## src/rtl/ict_consts.vh

```
// Constants for the instruction cycle timing block.
`ifndef ICT_CONSTS_VH
`define ICT_CONSTS_VH
`define ICT_CLKS_PER_CYCLE  4
`define ICT_PHASE_W         2
`define ICT_PHASE_LAST      2'h3
`define ICT_PHASE_RESET     2'h0
`define ICT_CLASS_W         3
`define ICT_CLASS_ORDINARY  3'h0
`define ICT_CLASS_JUMP      3'h1
`define ICT_CLASS_CALL      3'h2
`define ICT_CLASS_RETURN    3'h3
`define ICT_CLASS_INTERRUPT_EXIT      3'h4
`define ICT_CLASS_TABLE     3'h5
`define ICT_CLASS_SKIP      3'h6
`define ICT_CLASS_BRANCH    3'h7
`endif

```

## src/rtl/ict_cycle_timing.v

```verilog
// Instruction cycle sequencer: four-clock cycles, one or two cycles per instruction.
`timescale 1ns/1ps
`default_nettype none
`include "ict_consts.vh"

// Function
// RULE1: Every instruction cycle lasts exactly four system clocks and instructions run in whole cycles.
// RULE2: Ordinary instructions take one cycle while branch, call and table read take two.
// RULE3: Unconditional jump, subroutine call, subroutine exit and interrupt exit take one extra cycle.
// RULE4: An instruction writing the program counter low byte acts as a jump and takes one extra cycle.
// RULE5: A skip instruction takes one cycle when not skipping and one more when it skips.
// RULE6: The next instruction is prefetched during execution and discarded on a flow change.
module ict_cycle_timing (
    input  wire       core_clk_i,
    input  wire       reset_i,
    input  wire [2:0] instr_class_i,
    input  wire       pc_low_byte_write_i,
    input  wire       skip_taken_i,
    output wire       cycle_start_o,
    output wire       cycle_end_o,
    output reg  [1:0] phase_o,
    output reg        fetch_o,
    output reg        execute_o,
    output reg        extra_cycle_o,
    output reg        flush_o,
    output reg        instr_done_o
);

    // ------------------------------------------------------------
    // Sequencer states
    // ------------------------------------------------------------
    localparam [1:0] ST_FETCH_ONLY = 2'h0;
    localparam [1:0] ST_EXECUTE    = 2'h1;
    localparam [1:0] ST_EXTRA      = 2'h2;

    // ------------------------------------------------------------
    // Phase counter
    // ------------------------------------------------------------
    reg  [1:0] phase_q;
    reg  [1:0] phase_d;
    wire       last_phase;

    assign last_phase = (phase_q == `ICT_PHASE_LAST);

    // The counter wraps after the last phase, so a cycle is always four clocks.
    always @* begin
        if (last_phase) begin
            phase_d = `ICT_PHASE_RESET; // [RULE1]
        end else begin
            phase_d = phase_q + 2'h1;
        end
    end

    always @(posedge core_clk_i) begin
        if (reset_i) begin
            phase_q <= `ICT_PHASE_RESET;
        end else begin
            phase_q <= phase_d; // [RULE1]
        end
    end

    assign cycle_start_o = (phase_q == `ICT_PHASE_RESET);
    assign cycle_end_o   = last_phase;

    // ------------------------------------------------------------
    // Instruction class decode
    // ------------------------------------------------------------
    reg        needs_extra;

    // Decides at the end of an execute cycle whether a second cycle follows.
    always @* begin
        case (instr_class_i)
            `ICT_CLASS_JUMP, `ICT_CLASS_CALL, `ICT_CLASS_RETURN, `ICT_CLASS_INTERRUPT_EXIT: begin
                needs_extra = 1'b1; // [RULE3]
            end
            `ICT_CLASS_TABLE, `ICT_CLASS_BRANCH: begin
                needs_extra = 1'b1; // [RULE2]
            end
            `ICT_CLASS_SKIP: begin
                needs_extra = skip_taken_i; // [RULE5]
            end
            default: begin
                needs_extra = 1'b0;
            end
        endcase
        if (pc_low_byte_write_i) begin
            needs_extra = 1'b1; // [RULE4]
        end
    end

    // ------------------------------------------------------------
    // Cycle sequencing state machine
    // ------------------------------------------------------------
    reg  [1:0] state_q;
    reg  [1:0] state_d;

    // State only moves at the end of a cycle, so instructions run in whole cycles.
    always @* begin
        state_d = state_q;
        if (last_phase) begin
            case (state_q)
                ST_FETCH_ONLY: begin
                    // The first cycle after reset only fills the prefetch slot.
                    state_d = ST_EXECUTE;
                end
                ST_EXECUTE: begin
                    if (needs_extra) begin
                        state_d = ST_EXTRA; // [RULE2]
                    end
                end
                ST_EXTRA: begin
                    state_d = ST_EXECUTE; // [RULE3]
                end
                default: begin
                    state_d = ST_FETCH_ONLY;
                end
            endcase
        end
    end

    always @(posedge core_clk_i) begin
        if (reset_i) begin
            state_q <= ST_FETCH_ONLY;
        end else begin
            state_q <= state_d;
        end
    end

    // ------------------------------------------------------------
    // Output next values
    // ------------------------------------------------------------
    reg        flush_d;
    reg        done_d;
    reg        execute_d;
    reg        extra_cycle_d;

    always @* begin
        flush_d       = 1'b0;
        done_d        = 1'b0;
        execute_d     = (state_q == ST_EXECUTE);
        extra_cycle_d = (state_q == ST_EXTRA);
        if (last_phase) begin
            if (state_q == ST_EXECUTE) begin
                if (needs_extra) begin
                    // The prefetched word is stale once control flow changes.
                    flush_d = 1'b1; // [RULE6]
                end else begin
                    done_d = 1'b1; // [RULE2] [RULE5]
                end
            end else if (state_q == ST_EXTRA) begin
                done_d = 1'b1; // [RULE3] [RULE4]
            end
        end
    end

    // ------------------------------------------------------------
    // Registered outputs
    // ------------------------------------------------------------
    always @(posedge core_clk_i) begin
        if (reset_i) begin
            phase_o <= `ICT_PHASE_RESET;
        end else begin
            phase_o <= phase_q;
        end
    end

    always @(posedge core_clk_i) begin
        if (reset_i) begin
            fetch_o <= 1'b0;
        end else begin
            fetch_o <= 1'b1; // [RULE6]
        end
    end

    always @(posedge core_clk_i) begin
        if (reset_i) begin
            execute_o <= 1'b0;
        end else begin
            execute_o <= execute_d; // [RULE6]
        end
    end

    always @(posedge core_clk_i) begin
        if (reset_i) begin
            extra_cycle_o <= 1'b0;
        end else begin
            extra_cycle_o <= extra_cycle_d; // [RULE3]
        end
    end

    always @(posedge core_clk_i) begin
        if (reset_i) begin
            flush_o <= 1'b0;
        end else begin
            flush_o <= flush_d; // [RULE6]
        end
    end

    always @(posedge core_clk_i) begin
        if (reset_i) begin
            instr_done_o <= 1'b0;
        end else begin
            instr_done_o <= done_d; // [RULE1]
        end
    end

endmodule
`default_nettype wire

```

## config.mk

```make
export PLATFORM = sky130hd
export DESIGN_NAME = ict_cycle_timing
export DESIGN_NICKNAME = d
export VERILOG_FILES = /design/src/rtl/ict_cycle_timing.v
export VERILOG_INCLUDE_DIRS = /design/src /design/src/rtl
export SDC_FILE = /design/constraint.sdc
export NUM_CORES = 1
export LEC_CHECK = 0
export BUFFER_PORTS_ARGS = -buffer_cell sky130_fd_sc_hd__buf_2
export CORE_AREA = 2 2 39 41
export DETAILED_ROUTE_END_ITERATION = 8
export DIE_AREA = 0 0 41 43
export PLACE_DENSITY_LB_ADDON = 0.2
export SYNTH_ARGS = -nofsm -noshare
export SYNTH_HDL_FRONTEND = slang
export SYNTH_SLANG_ARGS = --single-unit
```

## constraint.sdc

```tcl
create_clock -name core_clk_i -period 1.25 [get_ports core_clk_i]
set_input_delay 0.125 -clock core_clk_i [delete_from_list [all_inputs] [get_ports core_clk_i]]
set_output_delay 0.125 -clock core_clk_i [all_outputs]
set_load 0.02 [all_outputs]
```

* After elaboration in Yosys (flattened, before gate mapping) *
Index checks and enable logic that the tools add are counted.

word-level totals
  output and inout bits = 9
  logic and storage cells = 39
  bits in registers = 11

cells by class
  eq/ne operators = 11
  $add $sub $neg = 1
  multiplexer cells = 9
  reductions and logical operators = 8
  bitwise logic cells = 2

operators by type and width
  kind                                                                    count
  3-bit equality test (second input constant)                             4
  3-bit by 2-bit equality test with 1-bit output (second input constant)  2
  1-bit two-way mux                                                       6
  2-bit OR reduction                                                      3
  6-bit OR reduction                                                      1
  2-bit equality test (second input constant)                             2
  2-bit zero test                                                         2
  2-bit case mux with 2 select lines                                      1
  3-bit by 1-bit equality test with 1-bit output (second input constant)  1
  3-bit OR reduction                                                      1
  2-bit by 1-bit adder with 2-bit output (second input constant)          1
  2-bit by 1-bit equality test with 1-bit output (second input constant)  1
  2-bit two-way mux                                                       1
  2-bit inequality test (second input constant)                           1
  1-bit inverter                                                          2
  1-bit case mux with 2 select lines                                      1
  2-bit AND reduction                                                     1

* Depth between registers and ports, before layout *
  depth after elaboration = 6
  depth in mapped cells = 4
  depth with buffers taken out = 3

* Least setup slack after synthesis *
No wires, ideal clock.

  kind = register -> register
  start = register phase_q[0]
  end = register instr_done_o
  setup time = 0.092 ns
  clock period less this slack = 1.123 ns
  setup slack = 0.127 ns
  cell stages (with the launch flop) = 4
  path buffers = 0
  arrival = 1.031 ns
  data required time = 1.158 ns
  cell sequence = dfxtp_1 ha_1 inv_1 o32ai_1

between the ends
  longest elaborated chain between the ends = 3

RTL lines
  what                                  RTL line                RTL
  start, declared                       ict_cycle_timing.v:39   reg [1:0] phase_q;
  start signal, assigned                ict_cycle_timing.v:56   phase_q <= `ICT_PHASE_RESET;
  start signal, assigned                ict_cycle_timing.v:58   phase_q <= phase_d;
  2-bit equality test (no source line)  -
  via cycle_end_o                       ict_cycle_timing.v:20   output wire cycle_end_o,
  1-bit inverter (no source line)       -
  2-bit OR reduction (no source line)   -
  end signal, assigned                  ict_cycle_timing.v:203  instr_done_o <= done_d;
  end, declared                         ict_cycle_timing.v:26   output reg instr_done_o

The timed path passes the listed nets, and every way through them passes these cells.
A chain may end at the register's enable or synchronous reset.

* Worst setup path after layout *
  start = register phase_q[0]
  end = output cycle_end_o

between the ends
  longest elaborated chain between the ends = 1

RTL lines
  what                                  RTL line
  2-bit equality test (no source line)  -
  end, declared                         ict_cycle_timing.v:20

Every way passes these cells.

==> flow_metrics.env <==
export IMPL_status="finished, final reports clean"
export IMPL_drt_wirelength_per_cell_um=9.11
export IMPL_cts_htree_levels=1
export IMPL_power_w=0.000708
export IMPL_timing_final_setup_violations=0
export IMPL_worstSetupStartpointType="flip-flop"
export IMPL_timing_critical_path_cells="ha_2, buf_2"
export IMPL_leading_cell_type_by_number_of_instances_after_synthesis="sky130_fd_sc_hd__dfxtp_1"
export IMPL_route_detailed_drc=0
export IMPL_drive_above_1_share_pct=37.5
export IMPL_cp_slowest_stage_delay_ns=0.36
export IMPL_first_pass_iters=2
export IMPL_dr_first_iter_drc_count=2
export IMPL_grt_remaining_overflow=0
export IMPL_slew_margin_rel_pct=85.1
export IMPL_crit_path_end_kind="output port"
export IMPL_min_path_type="input pin to flip-flop"
export IMPL_rsz0062_at_grt="no"
export IMPL_synth_top_cells_by_area="sky130_fd_sc_hd__dfxtp_1, sky130_fd_sc_hd__ha_1, sky130_fd_sc_hd__nor2_1, sky130_fd_sc_hd__nor2_8, sky130_fd_sc_hd__inv_1"
export IMPL_n_antenna_cell=0
export IMPL_hold_viol=0
export IMPL_boundaryPins=16
export IMPL_power_density_cell_area_mw_per_mm2=1360
export IMPL_crit_slowest_cell="sky130_fd_sc_hd__dfxtp_1"
export IMPL_grt_pass1_wl_um=1090
export IMPL_maxCapViolCount=0
export IMPL_die_outline_height_um=43
export IMPL_worstPathArrival_ns=1.06
export IMPL_irDropWorstVdd_mv=0.547
export IMPL_timing_worst_slew_pin_value_ns=0.223
export IMPL_clk_root_buffer_cell="sky130_fd_sc_hd__clkbuf_4"
export IMPL_clock_skew_final_ns=0.00212
export IMPL_grt_start_max_net_pins=9
export IMPL_power_leakage_nw=0.252
export IMPL_final_fill_count=153
export IMPL_row_count=14
export IMPL_ctsLongestPathBuffers=2
export IMPL_place_gp_congestion=0.695
export IMPL_finalCoreUtilization_pct=37.7
export IMPL_worst_path_max_fanout=7
export IMPL_cts_post_setup_buffers_inserted=0
export IMPL_synth_fp_nets=47
export IMPL_synthFlopType="sky130_fd_sc_hd__dfxtp_1"
export IMPL_clk_latency_worst_skew_pair_ns=0.26
export IMPL_register_bit_total_from_synthesis=11
export IMPL_dr_total_vias=329
export IMPL_finalSetupTns_ns=0
export IMPL_post_synth_most_frequent_cells="sky130_fd_sc_hd__dfxtp_1, sky130_fd_sc_hd__nor2_1, sky130_fd_sc_hd__inv_1"
export IMPL_synth_distinct_cells=16
export IMPL_synth_top_cell_by_area="sky130_fd_sc_hd__dfxtp_1"
export IMPL_path_clk_slew_ns=0.06
export IMPL_path_delay_family="flip-flops"
export IMPL_routed_via_density=4.57
export IMPL_fmax_ghz=0.844
export IMPL_post_synth_instance_area_sq_um=405
export IMPL_synth_avg_cell_area_sq_um=10.7
export IMPL_tritoncts_clock_tree="yes"
export IMPL_required_time_of_the_critical_path_ns=1.12
export IMPL_number_of_global_route_vias_before_repair=283
export IMPL_netlist_area_leader_share_pct=54.3
export IMPL_grt_use_total_pct=9.46
export IMPL_initial_core_util_pct=29.3
export IMPL_synth_yosys_warnings=0
export IMPL_port_buffers=15
export IMPL_multiInputGateArea_sq_um=161
export IMPL_finish_net_count=66
export IMPL_synth_async_sr_flop_share_pct=0
export IMPL_area_growth_pct=28.7
export IMPL_cts_sinks=11
export IMPL_ys_seq_area_share_pct=54.3
export IMPL_die_w_um=41
export IMPL_design_core_area_sq_mm=0.00138
export IMPL_synth_edf_count=0
export IMPL_finalCritPeriodShare_pct=94.8
export IMPL_grt_antenna_before_repair=0
export IMPL_die_area_sq_mm=0.00176
export IMPL_min_period_ns=1.19
export IMPL_tritoncts_buffers=3
export IMPL_crit_buf_inv=1
export IMPL_netlist_instances=38
export IMPL_timing_setup_critical_path_class="flip-flop to output port"
export IMPL_seqCellArea_sq_um=220
export IMPL_final_antenna_net_count=0
export IMPL_estimated_wirelength_of_the_detail_placed_design_um=543
export IMPL_routed_wl_um=656
export IMPL_timing_final_max_slew_violations=0
-- repair_timing --
action / CTS / global route
gates resized for setup: 1 / 0
hold buffers: 0 / 0
endpoints found under the setup margin: 1 / 0
-- report_power, final --
group          internal [W]  leakage, nW  switching, W
Sequential         0.000370       0.0899     0.0000103
Clock              0.000123       0.0150      0.000107
Combinational     0.0000390        0.147     0.0000591
-- layout make-up --
class	instances	share of cell area, %
Inverter	5	3.60
Clock buffer	4	5.04
Timing Repair Buffer	15	14.4
Sequential cell	11	42.2
Tap cell	16	3.84
Multi-Input combinational cell	21	30.9
-- path summary, 6_finish.rpt --
check                                 from           end  slack (ns)  cells after the start
worst max register to register  phase_q[0]  instr_done_o        0.21                      3
worst min-delay path               reset_i    phase_o[1]        0.13                      2
worst max-delay path            phase_q[0]   cycle_end_o        0.06                      2
worst min register to register  phase_q[0]    phase_q[0]        0.46                      1
-- sequential cells by signal, indices dropped and copies added, names as in the netlist --
name and count:
execute_o 1, extra_cycle_o 1, fetch_o 1, flush_o 1, instr_done_o 1, phase_o 2
phase_q 2, state_q 2
-- cell families after synthesis --
| logic type | count (synthesis) | synth area share (%) |
|---|---|---|
| AOI/OAI and AO/OA | 6 | 13.0 |
| DFF | 11 | 54.3 |
| adders and majority gates | 2 | 6.17 |
| buffers and inverters | 6 | 6.48 |
| and+or+nand+nor | 13 | 20.1 |
-- per-stage QoR --
stage / worst slack (ns) / std cells / hold slack, ns / instance area [sq um]
2_1_floorplan: 0.127 / 38 / 0.319 / 405
3_3_place_gp: 0.212 / 68 / 0.412 / 493
3_5_place_dp: 0.169 / 68 / 0.408 / 493
4_1_cts: 0.0517 / 72 / 0.126 / 522
5_1_grt: 0.00303 / 72 / 0.148 / 522
6_report: 0.0645 / 72 / 0.134 / 522
-- per-layer routing --
metal | wire length (um) | part of all wire [%] | GRT usage [%]
met5 | 0 | 0 | 0
met4 | 7 | 1.1 | 8.00
met3 | 70 | 11 | 3.14
met2 | 293 | 45 | 12.8
met1 | 285 | 43 | 11.3
-- worst reg2reg max path: cells and delay by family, from the launching register on --
| family | cells | cell delay, ns |
|---|---|---|
| buffers and inverters | 1 | 0.06 |
| AO/OA/AOI/OAI | 1 | 0.27 |
| adder cells (fa/ha/maj) | 1 | 0.26 |
| flip-flops | 1 | 0.36 |
-- cells in the final DEF, fill, tap and decap left out --
cell                       synthesis  final
sky130_fd_sc_hd__and3b_1           1      1
sky130_fd_sc_hd__clkbuf_4          0      3
sky130_fd_sc_hd__and3_1            2      2
sky130_fd_sc_hd__nor3_1            1      1
sky130_fd_sc_hd__nor2_8            1      1
sky130_fd_sc_hd__a311oi_2          1      1
sky130_fd_sc_hd__clkbuf_1          0      1
sky130_fd_sc_hd__o32ai_1           2      2
sky130_fd_sc_hd__ha_1              2      1
sky130_fd_sc_hd__nand4_1           1      1
sky130_fd_sc_hd__nand2b_1          1      1
sky130_fd_sc_hd__o21a_1            1      1
sky130_fd_sc_hd__dfxtp_1          11     11
sky130_fd_sc_hd__o211ai_1          1      1
sky130_fd_sc_hd__o21ai_0           1      1
sky130_fd_sc_hd__nor2_1            6      6
sky130_fd_sc_hd__buf_2             0     15
sky130_fd_sc_hd__ha_2              0      1
sky130_fd_sc_hd__inv_1             5      5
(Power assumes the default switching activity.)
